===== src/core/uabd_regs.vh =====
`ifndef UABD_REGS_VH
`define UABD_REGS_VH
// ==========================================
// register byte addresses (word aligned)
`define UABD_ADDR_W 4
`define UABD_OFS_CTRL 4'h0
`define UABD_OFS_DIV_LOW 4'h4
`define UABD_OFS_DIV_HIGH 4'h8
`define UABD_OFS_RXBUF 4'hc
`define UABD_OFS_IRQ_STAT 4'h0
`define UABD_OFS_IRQ_MASK 4'h0
// ==========================================
// baud_control fields
`define UABD_CTL_START 0
`define UABD_CTL_OVF 1
`define UABD_CTL_WAKE 2
`define UABD_CTL_WIDE 3
`define UABD_CTL_HSPD 4
`define UABD_CTL_RXFLAG 5
`define UABD_CTL_RXEN 6
`define UABD_CTL_RESET 8'h00
// ==========================================
// interrupt status / mask registers
`define UABD_REG_IRQ_STAT 4'h1
`define UABD_REG_IRQ_MASK 4'h2
`define UABD_IRQ_DONE 0
`define UABD_IRQ_OVF 1
`define UABD_IRQ_WIDTH 2
// status in byte lane 1, mask in byte lane 2 of baud_control word
`define UABD_IRQ_STAT_LSB 8
`define UABD_IRQ_MASK_LSB 16
// ==========================================
// base clock dividers of the oscillator, calibration prescaler and edges to stop
`define UABD_BASE_DIV64 8'h3f
`define UABD_BASE_DIV16 8'h0f
`define UABD_BASE_DIV4 8'h03
`define UABD_CAL_PRESCALE 3'h7
`define UABD_EDGES_TO_STOP 3'h5
`endif


===== src/core/uabd_sync.v =====
`timescale 1ns/10ps
// ==========================================
// two flop synchroniser and rising edge detect
module uabd_sync (
   input wire sys_clk,   // clock
   input wire rst_n,     // async reset, active low
   input wire async_in,  // pin level
   output wire level,    // synchronised level
   output wire rise      // one cycle on rising edge
);
   reg meta;
   reg stable;
   reg stable_d;
   always @(posedge sys_clk or negedge rst_n) begin
      if (!rst_n) begin
         meta <= 1'b1;
         stable <= 1'b1;
         stable_d <= 1'b1;
      end else begin
         meta <= async_in;
         stable <= meta;
         stable_d <= stable;
      end
   end
   assign level = stable;
   assign rise = stable & ~stable_d;
endmodule


===== src/core/uabd_clkdiv.v =====
`timescale 1ns/10ps
`include "uabd_regs.vh"
// ==========================================
// base clock divider and fixed by eight prescaler
module uabd_clkdiv (
   input wire sys_clk,     // clock
   input wire rst_n,       // async reset, active low
   input wire run,         // calibration count in progress
   input wire wide_sel,    // wide_divider_select
   input wire hspd_sel,    // high_speed_select
   output reg cal_tick     // one cycle calibration clock enable
);
   reg [7:0] base_cnt;
   reg [2:0] pre_cnt;
   wire [7:0] base_top;
   wire base_tick;
   assign base_top = (wide_sel & hspd_sel) ? `UABD_BASE_DIV4 :
                     (wide_sel | hspd_sel) ? `UABD_BASE_DIV16 : `UABD_BASE_DIV64;
   assign base_tick = (base_cnt == base_top);
   always @(posedge sys_clk or negedge rst_n) begin
      if (!rst_n) begin
         base_cnt <= 8'h00;
         pre_cnt <= 3'h0;
         cal_tick <= 1'b0;
      end else if (!run) begin
         base_cnt <= 8'h00;    // RULE18
         pre_cnt <= 3'h0;
         cal_tick <= 1'b0;
      end else begin
         base_cnt <= base_tick ? 8'h00 : base_cnt + 8'h01;
         cal_tick <= 1'b0;
         if (base_tick) begin
            pre_cnt <= pre_cnt + 3'h1;                      // RULE10
            cal_tick <= (pre_cnt == `UABD_CAL_PRESCALE);    // RULE11
         end
      end
   end
endmodule


===== src/core/uabd_top.v =====
// What this block does
// RULE1: setting start bit begins measurement
// RULE2: normal receiver held idle during calibration
// RULE3: measures 55h sync, five rising edges
// RULE4: count starts first rise after start bit
// RULE5: count stops on fifth rising edge
// RULE6: result kept, start cleared, receive flag set
// RULE7: reading receive buffer clears receive flag
// RULE8: software checks high byte zero for 8-bit
// RULE9: both divisor bytes form one 16-bit counter
// RULE10: counter clocked at one eighth base rate
// RULE11: select bits pick osc/512, /128, /32
// RULE12: final count equals bit period in base clocks
// RULE13: counter starts at one, software subtracts one
// RULE14: with wake enable, measure character after break
// RULE15: software keeps baud within measurable range
// RULE16: overflow sets flag, counting continues to edge
// RULE17: abort clears start then overflow; flag sticks
// RULE18: calibration clock by eight, gated to calibration
// RULE19: receive line synchronised, rising edges detected
//
// Added by the designer: the placing of the registers and the Avalon-MM interface to the registers.
`timescale 1ns/10ps
`include "uabd_regs.vh"
module uabd_top (
   input wire sys_clk,                    // 200 MHz clock
   input wire rst_n,                      // async reset, active low
   input wire [`UABD_ADDR_W-1:0] address, // avalon byte address
   input wire read,                       // avalon read
   input wire write,                      // avalon write
   input wire [31:0] writedata,           // avalon write data
   input wire [3:0] byteenable,           // avalon byte enables
   output reg [31:0] readdata,            // avalon read data
   output wire waitrequest,               // avalon wait
   output wire [1:0] response,            // avalon response
   input wire receive_line,               // serial input pin
   input wire [7:0] rx_data,              // byte from normal receiver
   input wire rx_data_valid,              // normal receiver byte done
   output wire rx_enable,                 // normal receiver may run
   output wire irq                        // level interrupt
);
   // ==========================================
   // state
   localparam ST_IDLE = 2'h0;
   localparam ST_BREAK = 2'h1;
   localparam ST_START = 2'h2;
   localparam ST_COUNT = 2'h3;

   reg [1:0] state;
   reg [1:0] next_state;
   reg [15:0] rate_divisor;
   reg [7:0] receive_buffer;
   reg start_bit;
   reg overflow_bit;
   reg wake_bit;
   reg wide_sel;
   reg hspd_sel;
   reg rx_en_bit;
   reg receive_flag;
   reg [2:0] edge_cnt;
   reg [`UABD_IRQ_WIDTH-1:0] irq_stat;
   reg [`UABD_IRQ_WIDTH-1:0] irq_mask;
   reg ack;
   reg err;

   wire rx_level;
   wire rx_rise;
   wire cal_tick;
   wire run;
   wire done;
   wire ovf_evt;
   wire acc;
   wire wr_ok;
   wire rd_ok;
   wire [7:0] ctrl_val;

   // ==========================================
   // decoding used by read and write paths
   function is_reg;
      input [`UABD_ADDR_W-1:0] a;
      input [3:0] ofs;
      begin
         is_reg = (a == ofs);
      end
   endfunction

   function mapped;
      input [`UABD_ADDR_W-1:0] a;
      begin
         mapped = (a[1:0] == 2'b00);
      end
   endfunction

   // ==========================================
   // receive line
   uabd_sync u_sync (
      .sys_clk(sys_clk),
      .rst_n(rst_n),
      .async_in(receive_line),
      .level(rx_level),
      .rise(rx_rise)          // RULE19
   );

   assign run = (state == ST_COUNT);

   uabd_clkdiv u_div (
      .sys_clk(sys_clk),
      .rst_n(rst_n),
      .run(run),              // RULE18
      .wide_sel(wide_sel),
      .hspd_sel(hspd_sel),
      .cal_tick(cal_tick)
   );

   // ==========================================
   // measurement sequence
   always @* begin
      next_state = state;
      case (state)
         ST_IDLE: begin
            if (start_bit)
               next_state = wake_bit ? ST_BREAK : ST_START;  // RULE1 RULE14
         end
         ST_BREAK: begin
            if (!start_bit)
               next_state = ST_IDLE;
            else if (rx_rise)
               next_state = ST_START;   // RULE14
         end
         ST_START: begin
            if (!start_bit)
               next_state = ST_IDLE;
            else if (rx_rise)
               next_state = ST_COUNT;   // RULE4
         end
         ST_COUNT: begin
            if (!start_bit)
               next_state = ST_IDLE;
            else if (done)
               next_state = ST_IDLE;    // RULE5
         end
         default: next_state = ST_IDLE;
      endcase
   end

   // fifth rise ends count; first rise starts it
   assign done = (state == ST_COUNT) && rx_rise && (edge_cnt == `UABD_EDGES_TO_STOP - 3'h1);  // RULE3 RULE5
   assign ovf_evt = (state == ST_COUNT) && cal_tick && (rate_divisor == 16'hffff);           // RULE16

   always @(posedge sys_clk or negedge rst_n) begin
      if (!rst_n) begin
         state <= ST_IDLE;
         edge_cnt <= 3'h0;
      end else begin
         state <= next_state;
         if (state == ST_START && rx_rise)
            edge_cnt <= 3'h1;
         else if (state == ST_COUNT && rx_rise)
            edge_cnt <= edge_cnt + 3'h1;
      end
   end

   assign rx_enable = rx_en_bit && (state == ST_IDLE) && !start_bit;  // RULE2

   // ==========================================
   // avalon slave: one wait cycle, then ack
   assign acc = (read | write) & ~ack;
   assign waitrequest = (read | write) & ~ack;
   assign response = err ? 2'b11 : 2'b00;
   assign wr_ok = write & ack & mapped(address);
   assign rd_ok = read & ack & mapped(address);

   always @(posedge sys_clk or negedge rst_n) begin
      if (!rst_n) begin
         ack <= 1'b0;
         err <= 1'b0;
      end else begin
         ack <= acc;
         err <= acc & ~mapped(address);
      end
   end

   assign ctrl_val = {1'b0, rx_en_bit, receive_flag, hspd_sel, wide_sel, wake_bit, overflow_bit, start_bit};

   // ==========================================
   // control, divisor and flags
   always @(posedge sys_clk or negedge rst_n) begin
      if (!rst_n) begin
         start_bit <= 1'b0;
         overflow_bit <= 1'b0;
         wake_bit <= 1'b0;
         wide_sel <= 1'b0;
         hspd_sel <= 1'b0;
         rx_en_bit <= 1'b0;
         receive_flag <= 1'b0;
         rate_divisor <= 16'h0000;
         receive_buffer <= 8'h00;
         irq_stat <= {`UABD_IRQ_WIDTH{1'b0}};
         irq_mask <= {`UABD_IRQ_WIDTH{1'b0}};
      end else begin
         // software writes
         if (wr_ok && byteenable[0]) begin
            if (is_reg(address, `UABD_OFS_CTRL)) begin
               start_bit <= writedata[`UABD_CTL_START];
               wake_bit <= writedata[`UABD_CTL_WAKE];
               wide_sel <= writedata[`UABD_CTL_WIDE];
               hspd_sel <= writedata[`UABD_CTL_HSPD];
               rx_en_bit <= writedata[`UABD_CTL_RXEN];
               // overflow may be cleared only once start is low
               if (!writedata[`UABD_CTL_OVF] && !start_bit)
                  overflow_bit <= 1'b0;  // RULE17
            end
            if (is_reg(address, `UABD_OFS_DIV_LOW))
               rate_divisor[7:0] <= writedata[7:0];
            if (is_reg(address, `UABD_OFS_DIV_HIGH))
               rate_divisor[15:8] <= writedata[7:0];
         end
         // status and mask share the control word, lanes 1 and 2
         if (wr_ok && byteenable[1] && is_reg(address, `UABD_OFS_IRQ_STAT))
            irq_stat <= irq_stat & ~writedata[`UABD_IRQ_STAT_LSB +: `UABD_IRQ_WIDTH];
         if (wr_ok && byteenable[2] && is_reg(address, `UABD_OFS_IRQ_MASK))
            irq_mask <= writedata[`UABD_IRQ_MASK_LSB +: `UABD_IRQ_WIDTH];
         // reading the buffer clears the flag
         if (rd_ok && is_reg(address, `UABD_OFS_RXBUF))
            receive_flag <= 1'b0;  // RULE7
         // normal receiver bytes
         if (rx_data_valid && rx_enable) begin
            receive_buffer <= rx_data;
            receive_flag <= 1'b1;
         end
         // measurement: counter starts at one
         if (state == ST_START && rx_rise)
            rate_divisor <= 16'h0001;  // RULE13 RULE9
         else if (state == ST_COUNT && cal_tick)
            rate_divisor <= rate_divisor + 16'h0001;  // RULE9 RULE12
         if (ovf_evt) begin
            overflow_bit <= 1'b1;  // RULE16
            irq_stat[`UABD_IRQ_OVF] <= 1'b1;
         end
         if (done) begin
            start_bit <= 1'b0;      // RULE6
            receive_flag <= 1'b1;   // RULE6
            irq_stat[`UABD_IRQ_DONE] <= 1'b1;
         end
      end
   end

   assign irq = |(irq_stat & irq_mask);

   // ==========================================
   // read data
   always @(posedge sys_clk or negedge rst_n) begin
      if (!rst_n) begin
         readdata <= 32'h0000_0000;
      end else if (acc && read) begin
         readdata <= 32'h0000_0000;
         if (is_reg(address, `UABD_OFS_CTRL))
            readdata <= {8'h00, 6'h00, irq_mask, 6'h00, irq_stat, ctrl_val};
         else if (is_reg(address, `UABD_OFS_DIV_LOW))
            readdata <= {24'h000000, rate_divisor[7:0]};
         else if (is_reg(address, `UABD_OFS_DIV_HIGH))
            readdata <= {24'h000000, rate_divisor[15:8]};  // RULE8
         else if (is_reg(address, `UABD_OFS_RXBUF))
            readdata <= {24'h000000, receive_buffer};
      end
   end
endmodule


===== config.mk =====
export PLATFORM = sky130hd
export DESIGN_NAME = uabd_top
export DESIGN_NICKNAME = d
export VERILOG_FILES = /design/src/core/uabd_sync.v /design/src/core/uabd_clkdiv.v /design/src/core/uabd_top.v
export VERILOG_INCLUDE_DIRS = /design/src /design/src/core
export SDC_FILE = /design/constraint.sdc
export NUM_CORES = 1
export LEC_CHECK = 0
export BUFFER_PORTS_ARGS = -buffer_cell sky130_fd_sc_hd__buf_2
export CAP_MARGIN = 40
export CORE_UTILIZATION = 54
export DETAILED_ROUTE_END_ITERATION = 10
export PLACE_DENSITY_LB_ADDON = 0.1
export SKIP_CTS_REPAIR_TIMING = 1
export SLEW_MARGIN = 20
export SYNTH_ARGS = -nofsm -noshare
export SYNTH_HDL_FRONTEND = slang
export SYNTH_SLANG_ARGS = --single-unit

===== constraint.sdc =====
create_clock -name sys_clk -period 2.1 [get_ports sys_clk]
set_input_delay 0.42 -clock sys_clk [delete_from_list [all_inputs] [get_ports sys_clk]]
set_output_delay 0.42 -clock sys_clk [all_outputs]
set_load 0.01 [all_outputs]

==> results of run 1 <==
## metal layers
layer | GRT usage, % | share of wire (%) | up-vias
met5 | 0 | 0 | -
met4 | 9.09 | 2.0 | 0
met3 | 3.81 | 4.5 | 21
met2 | 42.5 | 49 | 111
met1 | 34.6 | 45 | 1558
li1 | - | - | 1493
## cells in the mapped netlist (all sizes together), types with 5 or more instances
cell type   n
nor4        8
nand2      34
nand4      11
or4         5
and3        8
ha          6
dfrtp      66
clkbuf     13
a22o        6
mux2i       9
a22oi      10
o22ai       9
nor3       14
and2        5
mux2       21
nor2       15
a31oi      12
a21oi       9
o21ai      21
nand3      13
o211ai      5
inv         5
buf        32
## area by class of cell
class / count / area [um2] / area share [%]
Clock inverter: 7 / 82.6 / 1.89
Inverter: 5 / 18.8 / 0.430
Timing Repair Buffer: 67 / 405 / 9.29
Tap cell: 96 / 120 / 2.75
Clock buffer: 9 / 124 / 2.84
Multi-Input combinational cell: 284 / 1880 / 43.1
Sequential cell: 69 / 1730 / 39.7
## sequential cells by signal, summed over array words and instances (netlist names), 2 cells and up
| signal | flops |
|---|---|
| u_div.pre_cnt | 3 |
| u_div.base_cnt | 8 |
| edge_cnt | 3 |
| receive_buffer | 8 |
| irq_stat | 2 |
| rate_divisor | 16 |
| state | 2 |
| irq_mask | 2 |
| readdata | 12 |
## stage by stage
stage               utilization (%)  std cells  setup slack, ns
finish                         63.9        537            0.209
global route                   63.9        537            0.117
CTS                            63.9        537            0.177
detailed placement             60.8        521            0.237
global placement               60.8        521            0.249
floorplan                         -        403            0.418
## worst max path at each step
stage / from / depth (start not counted) / to
2_1_floorplan: state[1] / 4 / receive_buffer[0]
3_3_place_gp: address[1] / 6 / start_bit
3_5_place_dp: address[1] / 6 / start_bit
4_1_cts: state[0] / 2 / rx_enable
5_1_grt: rate_divisor[1] / 5 / rate_divisor[10]
6_report: rate_divisor[1] / 5 / rate_divisor[10]
## cells by family after synthesis
group                      share of synthesized area [%]
AOI/OAI and AO/OA                                   16.1
xor gates and xnor gates                            1.83
adders and majority gates                           1.96
buffers and inverters                               7.49
DFF                                                 45.2
muxes                                               8.53
other                                             0.0980
and+or+nand+nor                                     18.8
## power by group through the flow
stage / Combinational (uW) / Clock, uW / Sequential (uW)
6_report: 557 / 1130 / 1670
5_1_grt: 620 / 1200 / 1690
4_1_cts: 562 / 1150 / 1660
3_5_place_dp: 560 / 0 / 1690
3_3_place_gp: 543 / 0 / 1680
2_1_floorplan: 408 / 0 / 1640
==> results by group, run 1 <==
Global route
  – First-pass GRT wire length: 14700 um
  – Total track usage: 25.7%
  – Largest net degree at the start of global routing: 70
  – Vias in the first global route: 3014
  – Antenna violations before repair: 0
  – Total overflow reported by the global router: 0

Route
  – Post-route DRC violation count: 0
  – Final WL: 8990 um
  – Post-detailed-route via-to-cell ratio: 5.93
  – Overall via count from detail_route: 3183
  – Routed Antenna Nets: 0
  – 1st-pass router iterations: 5
  – Routed WL per cell: 16.7 um
  – First DRT Iteration DRCs: 324

Floorplan
  – Std-Cell Core Area: 0.00683 mm2
  – Effective utilization at floorplan: 56.0%
  – Count of boundary I/O pins: 91
  – Count of standard-cell rows: 30
  – Die height: 86.2 um
  – Horizontal extent of the die: 86.2 um
  – Die area: 0.00743 mm2

Clocking
  – Clk_lat worst skew: 0.35 ns
  – Num CTS Buffers: 9
  – Worst-path clk slew: 0.09 ns
  – Depth of the CTS H-tree: 3
  – Cell chosen for the clock root: clkbuf_8
  – TritonCTS Sinks: 69
  – CTS Buffer Depth: 2
  – Clock tree from TritonCTS: yes

Placed design
  – Instance area after placement: 0.00416 mm2
  – Port buffer count: 49
  – HPWL Detailed: 6510 um
  – Placer's final routability congestion estimate: 0.937

Setup path
  – Source of the worst register-to-register timing path: rate_divisor[1]
  – Cell depth of the worst flop-to-flop path: 5
  – Reg2reg setup slack: 0.21 ns
  – Critical path's top delay family: simple AND/OR/NAND/NOR gates
  – CP arrival: 2.16 ns
  – Worst path cell trace: ha_1, nand3_1, or4_1, a2bb2oi_1, a21oi_1
  – Worst path buffer plus inverter count: 0
  – Maximum net fanout on the critical path: 6
  – Setup crit start kind: flip-flop
  – Largest stage delay on the critical path: 0.59 ns
  – Critical path's slowest cell: or4_1
  – Required time at the worst-slack endpoint: 2.37 ns
  – Setup Crit Path Kind: reg -> reg
  – Kind of end point of the critical path: flip-flop
  – R2R Path End: rate_divisor[10]

Synth
  – Most area-hungry cell type in the Yosys netlist: dfrtp_1
  – Share of Yosys cell area claimed by the top area cell type: 43.2%
  – Post-synthesis average cell area: 9.97 um2
  – Cell types occupying the most area after synthesis: dfrtp_1 43%, buf_4 4.7%, mux2_1 4.7%
  – Main flop type after synthesis: dfrtp_1
  – Total of flip-flops plus latches after synthesis: 69
  – Share of the yosys chip area belonging to registers: 45.2%
  – EDFF count, synth: 0
  – Gate count after technology mapping: 384
  – Distinct cell type count after synthesis: 55
  – Post-synth ARST share: 100%
  – Cell Area, Synth: 0.00383 mm2
  – Warnings, synthesis: 0

Power
  – Portion of total power attributed to sequential cells: 49.7%
  – Post-route total power: 3360 uW
  – Power share of the combinational group: 16.6%
  – P_int: 2330 uW
  – Leakage power of the design: 0.00199 uW
  – Net Switching: 1030 uW
  – Switching share of total power: 30.7%
  – Part of the power in the clock network: 33.8%
  – Max rail drop VDD: 0.000361 V
  – Power density over the cells: 770 mW/mm2

Timing
  – Achievable frequency: 529 MHz
  – Setup Total Neg Slack: 0 ns
  – RSZ-0062 raised after global routing: false
  – Hold Vio Cnt, Final: 0
  – Portion of the clock cycle consumed by the worst path in the final layout: 90.1%
  – Setup clock skew after layout: 0.0102 ns
  – Smallest hold slack: 0.0768 ns
  – Shortest period the worst path allows: 1.89 ns
  – Final Setup Violations: 0
  – Max-slew violation total from the final report: 0

Run status
  – Status: completed

Run
  – Max-Cap Viols: 0

Final layout
  – Commonest non-fill, non-tap cells in the layout: 66 x dfrtp_1, 49 x buf_2, 34 x nand2_1, 20 x conb_1
  – Count of nets after finishing: 496
  – Fraction of layout instances using a drive strength above 1: 21.8%
  – Finished Cell Area: 0.00436 mm2
  – Most common cell after layout, fill and taps aside: dfrtp_1
  – Filler cell count in the final layout: 599
  – Synthesis-to-layout area growth: 14.0%
  – Count of inserted antenna diode cells: 0

Worst hold path
  – Path class of the lowest-slack min-delay path: in -> async
Note: power is estimated with default switching activity, not from simulation.
==> run 2, diff against run 1 <==
--- a/config.mk
+++ b/config.mk
@@ -6,10 +6,12 @@
 export SDC_FILE = /design/constraint.sdc
 export NUM_CORES = 1
 export LEC_CHECK = 0
+export ABC_AREA = 1
 export BUFFER_PORTS_ARGS = -buffer_cell sky130_fd_sc_hd__buf_2
 export CAP_MARGIN = 40
 export CORE_UTILIZATION = 54
 export DETAILED_ROUTE_END_ITERATION = 10
+export GPL_TIMING_DRIVEN = 0
 export PLACE_DENSITY_LB_ADDON = 0.1
 export SKIP_CTS_REPAIR_TIMING = 1
 export SLEW_MARGIN = 20
==> constraint.sdc (replaced) <==
create_clock -name sys_clk -period 2.1 [get_ports sys_clk]
set_input_delay 0.21 -clock sys_clk [delete_from_list [all_inputs] [get_ports sys_clk]]
set_output_delay 0.21 -clock sys_clk [all_outputs]
set_load 0.01 [all_outputs]
==> run 2 against run 1 <==
Net effect:
- worst hold slack hardly changed
- synthesized area increased by 3.8%
- worst setup slack better by 0.20 ns
- clock skew fell by 0.0024 ns
- synthesized cell count up 35%
- sequential share of layout area fell by 2.3 points
- combinational power up 66%
- first-iteration DRC count is 45% lower
- clock power is 7% lower
- maximum frequency grew 12%
- critical endpoint is now irq_stat[1]
==> results by group, run 2 <==
Power
  – Net Switching: 1360 uW (+32%)
  – Max rail drop VDD: 0.000589 V (+63%)
  – Part of the power in the clock network: 27.1% (-6.7 points)
  – P_int: 2500 uW (+7.2%)
  – Portion of total power attributed to sequential cells: 48.8% (-0.9 points)
  – Power share of the combinational group: 24.1% (+7.5 points)
  – Power density over the cells: 831 mW/mm2 (+7.9%)
  – Leakage power of the design: 0.00238 uW (+19%)
  – Switching share of total power: 35.2% (+4.5 points)

Synth
  – Cell types occupying the most area after synthesis: dfrtp_1 42%, nand2_1 13%, o21ai_0 6.0%
  – Post-synth ARST share: 100% (unchanged)
  – Cell Area, Synth: 0.00397 mm2 (+3.8%)
  – Gate count after technology mapping: 520 (+35%)
  – Share of Yosys cell area claimed by the top area cell type: 41.6% (-1.6 points)
  – Post-synthesis average cell area: 7.64 um2 (-23%)
  – Warnings, synthesis: 0 (unchanged)
  – Distinct cell type count after synthesis: 35 (-36%)
  – Leading cell type by number of instances after synthesis: nand2_1
  – Main flop type after synthesis: dfrtp_1
  – Most frequent cells after synthesis: 138 x nand2_1, 66 x dfrtp_1, 59 x nor2_1
  – Total of flip-flops plus latches after synthesis: 69 (unchanged)
  – EDFF count, synth: 0 (unchanged)
  – Share of the yosys chip area belonging to registers: 43.5% (-1.7 points)
  – Most area-hungry cell type in the Yosys netlist: dfrtp_1

Setup path
  – Worst path cell trace: ha_1, nand2_1, nor2_4, nand2_1, nor3_1, nand3_1, nand2_1
  – CP arrival: 1.97 ns (-0.19 ns)
  – Critical path's slowest cell: dfrtp_1
  – Setup crit start kind: flip-flop
  – Required time at the worst-slack endpoint: 2.38 ns (about the same)
  – Most numerous cell on the critical path: nand2_1
  – Source of the worst register-to-register timing path: rate_divisor[1]
  – Largest stage delay on the critical path: 0.45 ns (-0.14 ns)
  – Setup Crit Path Kind: reg -> reg
  – R2R Path End: irq_stat[1]
  – Reg2reg setup slack: 0.41 ns (+0.20 ns)
  – Kind of end point of the critical path: flip-flop
  – Maximum net fanout on the critical path: 5 (-1)
  – Cell depth of the worst flop-to-flop path: 7 (+2)

Final layout
  – Final cell utilization of the core: 66.8% (+2.9 points)
  – Synthesis-to-layout area growth: 16.7%
  – Commonest non-fill, non-tap cells in the layout: 138 x nand2_1, 66 x dfrtp_1, 59 x nor2_1, 56 x inv_1, 52 x buf_2
  – Count of nets after finishing: 662 (+33%)
  – Most common cell after layout, fill and taps aside: nand2_1
  – Largest register FFs: 16 (unchanged)
  – Filler cell count in the final layout: 613 (+2.3%)
  – Finished Layout Cells: 703 (+31%)
  – Fraction of layout instances using a drive strength above 1: 21.6% (-0.19 points)
  – Regs by FF count: rate_divisor (16), readdata (12)
  – Largest Register: rate_divisor
  – Count of inserted antenna diode cells: 0 (unchanged)

Worst hold path
  – Hold worst-path end: receive_buffer[2]
  – Path class of the lowest-slack min-delay path: in -> reg
  – Min-Delay Path Depth: 2
  – Startpoint of the most critical hold path: rx_data[2]

Floorplan
  – Count of standard-cell rows: 30 (unchanged)
  – Effective utilization at floorplan: 57.2% (+1.2 points)
  – Horizontal extent of the die: 87.8 um (+1.9%)
  – Die height: 87.8 um (+1.9%)
  – Std-Cell Core Area: 0.00694 mm2 (+1.6%)
  – Die area: 0.00771 mm2 (+3.7%)
  – Count of boundary I/O pins: 91 (unchanged)

Placed design
  – Cell count after placement: 685 (+31%)
  – Port buffer count: 49 (unchanged)
  – HPWL Detailed: 6920 um (+6.2%)
  – Placer's final routability congestion estimate: 0.867 (-7.5%)

Clocking
  – Cell chosen for the clock root: clkbuf_8
  – Worst-path clk slew: 0.07 ns (-0.02 ns)
  – CTS Buffer Depth: 2 (unchanged)
  – Num CTS Buffers: 9 (unchanged)
  – TritonCTS Sinks: 69 (unchanged)
  – Depth of the CTS H-tree: 3 (unchanged)
  – Clk_lat worst skew: 0.34 ns (about the same)
  – Clock tree from TritonCTS: yes

Timing
  – Hold Vio Cnt, Final: 0 (unchanged)
  – Final Setup Violations: 0 (unchanged)
  – Portion of the clock cycle consumed by the worst path in the final layout: 80.5% (-9.5 points)
  – Setup Total Neg Slack: 0 ns (unchanged)
  – Setup clock skew after layout: 0.00776 ns (-0.00240 ns)
  – Achievable frequency: 591 MHz (+12%)
  – RSZ-0062 raised after global routing: false
  – Max-slew violation total from the final report: 0 (unchanged)
  – Shortest period the worst path allows: 1.69 ns (-0.200 ns)

Route
  – Overall via count from detail_route: 3577 (+12%)
  – Post-detailed-route via-to-cell ratio: 5.09 (-14%)
  – Routed Antenna Nets: 0 (unchanged)
  – Routed WL per cell: 13.0 um (-22%)
  – Post-route DRC violation count: 0 (unchanged)
  – First DRT Iteration DRCs: 177 (-45%)
  – 1st-pass router iterations: 7 (+2)
  – Final WL: 9160 um (+1.9%)

Run
  – Max-Cap Viols: 0 (unchanged)

Global route
  – Total track usage: 25.5% (-0.20 points)
  – Total overflow reported by the global router: 0 (unchanged)
  – First-pass GRT wire length: 15000 um (+2.0%)
  – Largest net degree at the start of global routing: 37 (-47%)
  – Vias in the first global route: 3252 (+7.9%)
  – Antenna violations before repair: 0 (unchanged)

Run status
  – Status: completed
## run 2: cell types whose count changed after synthesis, moves of 8 or more
cell	previous run	this run
a22oi_1	10	0
a31oi_1	12	1
and3_1	8	0
clkbuf_1	13	0
inv_1	5	56
mux2_1	16	8
mux2i_1	9	0
nand2_1	34	138
nand2_2	0	9
nand3_1	13	27
nor2_1	15	59
o21ai_0	12	48
o22ai_1	9	1
## run 2: logic make-up (layout without fill, tap and decap cells)
kind of cell	after synthesis	in the layout	share of synthesized area, %
DFF	69	69	43.5
AOI/OAI and AO/OA	78	78	10.5
other	1	20	0.0944
xor gates and xnor gates	4	4	0.882
and+or+nand+nor	265	265	29.6
buffers and inverters	89	157	11.3
muxes	8	8	2.27
adders and majority gates	6	6	1.89
## run 2: critical path: cells and delay by family, from the launching register on
family,cells,cell delay [ns]
adders and majority gates,1,0.20
DFF,1,0.45
and+or+nand+nor,6,0.99
## run 2: final cells by class
type	count	area (um2)	area share, %
tap	96	120	2.59
sequential	69	1730	37.3
multi-input combinational	381	1870	40.3
inverter	59	221	4.78
timing repair buffer	52	288	6.21
buffer	30	226	4.88
clock buffer	12	135	2.91
clock inverter	4	48.8	1.05
## run 2: power groups by stage
stage	sequential [uW]	clock [uW]	combinational [uW]
global route	1920	1110	1060
floorplan	1820	0	658
finish	1880	1050	927
CTS	1870	1050	919
detailed placement	1890	0	912
global placement	1890	0	875
## run 2: stage by stage
stage / hold WS [ns] / setup WS, ns / total power [uW] / area [um2]
CTS: -0.182 / 0.424 / 3840 / 4620
finish: 0.0763 / 0.409 / 3850 / 4640
global placement: 0.317 / 0.457 / 2760 / 4410
detailed placement: 0.186 / 0.448 / 2810 / 4430
global route: 0.0805 / 0.233 / 4090 / 4640
floorplan: -0.0856 / 0.703 / 2480 / 4050
## run 2: metal layers
layer  part of all wire (%)  vias up  track usage [%]  routed length, um
met5                      0        -                0                  0
met1                     49     1659             36.4               4460
met2                     44      123             40.2               4020
li1                       -     1786                -                  -
met3                    6.5        9             3.77                598
met4                   0.87        0             8.05                 80
## run 2: worst max path at each step
stage | start | end | cells past startpoint
4_1_cts | rate_divisor[1] | overflow_bit | 7
2_1_floorplan | u_sync.level | rate_divisor[7] | 8
6_report | rate_divisor[1] | irq_stat[1] | 7
5_1_grt | rate_divisor[1] | irq_stat[1] | 7
3_3_place_gp | rst_n | rate_divisor[10] | 1
3_5_place_dp | rate_divisor[1] | overflow_bit | 7
==> run 3, diff against run 2 <==
--- a/config.mk
+++ b/config.mk
@@ -9,7 +9,7 @@
 export ABC_AREA = 1
 export BUFFER_PORTS_ARGS = -buffer_cell sky130_fd_sc_hd__buf_2
 export CAP_MARGIN = 40
-export CORE_UTILIZATION = 54
+export CORE_UTILIZATION = 49
 export DETAILED_ROUTE_END_ITERATION = 10
 export GPL_TIMING_DRIVEN = 0
 export PLACE_DENSITY_LB_ADDON = 0.1
==> constraint.sdc (replaced) <==
create_clock -name sys_clk -period 1.39 [get_ports sys_clk]
set_input_delay 0.139 -clock sys_clk [delete_from_list [all_inputs] [get_ports sys_clk]]
set_output_delay 0.139 -clock sys_clk [all_outputs]
set_load 0.01 [all_outputs]
==> run 3 against run 2 <==
Net effect:
- the run now ends with negative setup slack left
- sequential cell count unchanged
- non-clock buffer count increased by 20
- power increased by 60%
- final cell count increased by 3.7%
- sequential power increased by 54%
- via count increased by 2.8%
- global-route usage decreased by 2.7 points
==> results by group, run 3 (synthesis gave the netlist of run 2 again) <==
Run status
  – Status: finished with violations
  – Violations in the final reports: negative setup slack

Setup path
  – R2R Path End: receive_buffer[0]
  – Cell depth of the worst flop-to-flop path: 5 (-2)
  – Required time at the worst-slack endpoint: 1.25 ns (-1.13 ns)
  – Kind of end point of the critical path: output port
  – Setup Crit Path Kind: reg -> out
  – Worst path cell trace: nor2_4, nand2_4, nor2_4, buf_2
  – Critical path's slowest cell: dfrtp_2
  – Largest stage delay on the critical path: 0.46 ns (about the same)
  – Maximum net fanout on the critical path: 4 (-1)
  – Worst path buffer plus inverter count: 1 (+1)
  – Critical path's top delay family: flip-flops
  – Most numerous cell on the critical path: nor2_4
  – CP arrival: 1.34 ns (-0.63 ns)
  – Setup crit start kind: flip-flop
  – Worst setup path start: state[1]
  – Logic depth of the worst path, buffers included: 4 (-3)
  – Source of the worst register-to-register timing path: state[1]
  – Reg2reg setup slack: -0.08 ns (-0.49 ns)

Placed design
  – Port buffer count: 49 (unchanged)
  – Pre-CTS worst setup slack: -0.260 ns (-0.708 ns)
  – Cell count after placement: 691 (+0.88%)
  – Placer's final routability congestion estimate: 0.907 (+4.7%)
  – HPWL Detailed: 6900 um (-0.21%)

Final layout
  – Commonest non-fill, non-tap cells in the layout: 128 x nand2_1, 56 x dfrtp_1, 53 x nor2_1, 51 x inv_1, 50 x buf_2
  – Synthesis-to-layout area growth: 26.5%
  – Count of inserted antenna diode cells: 0 (unchanged)
  – Filler cell count in the final layout: 682 (+11%)
  – Count of nets after finishing: 682 (+3.0%)
  – Most common cell after layout, fill and taps aside: nand2_1
  – Finished Layout Cells: 729 (+3.7%)
  – Final cell utilization of the core: 64.7% (-2.1 points)
  – Regs by FF count: rate_divisor (16), readdata (12)
  – Largest Register: rate_divisor
  – Largest register FFs: 16 (unchanged)
  – Fraction of layout instances using a drive strength above 1: 30.5% (+8.9 points)

Timing
  – Portion of the clock cycle consumed by the worst path in the final layout: 107%
  – RSZ-0062 raised after global routing: true
  – Hold Vio Cnt, Final: 0 (unchanged)
  – Post-route worst setup slack: -0.0920 ns (-0.501 ns)
  – Achievable frequency: 675 MHz
  – Smallest hold slack: 0.00889 ns (-0.0674 ns)
  – Shortest period the worst path allows: 1.48 ns
  – Final Setup Violations: 23 (+23)
  – Setup clock skew after layout: 0.00798 ns (+0.000228 ns)
  – Max-slew violation total from the final report: 0 (unchanged)

Floorplan
  – Count of boundary I/O pins: 91 (unchanged)
  – Horizontal extent of the die: 92.1 um (+4.9%)
  – Std-Cell Core Area: 0.00777 mm2 (+12%)
  – Die area: 0.00847 mm2 (+10%)
  – Count of standard-cell rows: 32 (+6.7%)
  – Die height: 92.1 um (+4.9%)
  – Effective utilization at floorplan: 51.2% (-6.1 points)

Clocking
  – Depth of the CTS H-tree: 3 (unchanged)
  – Clock tree from TritonCTS: yes
  – Num CTS Buffers: 9 (unchanged)
  – Cell chosen for the clock root: clkbuf_8
  – Clk_lat worst skew: 0.33 ns (about the same)
  – TritonCTS Sinks: 69 (unchanged)
  – CTS Buffer Depth: 2 (unchanged)
  – Worst-path clk slew: 0.08 ns (about the same)

Power
  – Post-route total power: 6180 uW (+60%)
  – Net Switching: 2190 uW (+61%)
  – Power share of the combinational group: 27.0% (+2.9 points)
  – Portion of total power attributed to sequential cells: 46.8% (-2.0 points)
  – Switching share of total power: 35.4% (+0.13 points)
  – P_int: 3990 uW (+60%)
  – Part of the power in the clock network: 26.2% (-0.9 points)
  – Power density over the cells: 1230 mW/mm2 (+48%)
  – Leakage power of the design: 0.00253 uW (+6.3%)
  – Max rail drop VDD: 0.000664 V (+13%)

Worst hold path
  – Min-Delay Path Depth: 2 (unchanged)
  – Hold worst-path end: receive_buffer[5]
  – Path class of the lowest-slack min-delay path: in -> reg
  – Startpoint of the most critical hold path: rx_data[5]

Route
  – 1st-pass router iterations: 4 (-3)
  – Routed WL per cell: 13.3 um (+1.7%)
  – Post-detailed-route via-to-cell ratio: 5.04 (-0.87%)
  – First DRT Iteration DRCs: 186 (+5.1%)
  – Overall via count from detail_route: 3677 (+2.8%)
  – Post-route DRC violation count: 0 (unchanged)
  – Routed Antenna Nets: 0 (unchanged)
  – Final WL: 9660 um (+5.4%)

Global route
  – Antenna violations before repair: 0 (unchanged)
  – First-pass GRT wire length: 15300 um (+2.2%)
  – Total overflow reported by the global router: 0 (unchanged)
  – Total track usage: 22.8% (-2.7 points)
  – Vias in the first global route: 3364 (+3.4%)
  – Largest net degree at the start of global routing: 48 (+30%)

Run
  – Max-Cap Viols: 0 (unchanged)
==> run 3: final cells by class <==
class | instances | area, um2 | share of cell area, %
plain buffers | 30 | 239 | 4.75
clock buffers | 12 | 145 | 2.89
clock inverters | 4 | 47.5 | 0.946
inverters | 59 | 230 | 4.58
multi-input cells | 381 | 2030 | 40.3
flip-flops and latches | 69 | 1740 | 34.7
well taps | 102 | 128 | 2.54
repair buffers | 72 | 467 | 9.28
==> run 3: routing by layer <==
layer / part of all wire (%) / global-route usage, % / vias up
met2: 46 / 36.3 / 141
met3: 6.2 / 3.81 / 19
met1: 46 / 31.4 / 1688
met5: 0 / 0 / -
li1: - / - / 1829
met4: 1.8 / 7.94 / 0
==> run 3: power by group through the flow <==
stage               Clock, uW  Sequential (uW)  Combinational [uW]
floorplan                   0             2750                1000
global route             1750             2950                1860
global placement            0             2850                1340
detailed placement          0             2860                1370
finish                   1620             2890                1670
CTS                      1660             2830                1380
==> run 3: metrics by stage <==
step,TNS (ns),cell area [um2]
6_report,-1.01,5030
5_1_grt,-2.58,5030
4_1_cts,-5.11,4650
3_5_place_dp,-4.29,4450
3_3_place_gp,-16.92,4420
2_1_floorplan,0,4050
==> run 3: worst max path at each step <==
| stage | end | slack, ns |
|---|---|---|
| after floorplan | rate_divisor[7] | 0.02 |
| after global placement | overflow_bit | -0.25 |
| after detailed placement | irq_stat[1] | -0.26 |
| after CTS | irq_stat[1] | -0.29 |
| after global routing | rate_divisor[12] | -0.14 |
| final | rx_enable | -0.09 |
==> run 3: worst reg2reg max path, delay by kind of cell, from the launching register on <==
kind	cells	cell delay (ns)
simple gates	4	0.55
flops	1	0.46
mux	1	0.35
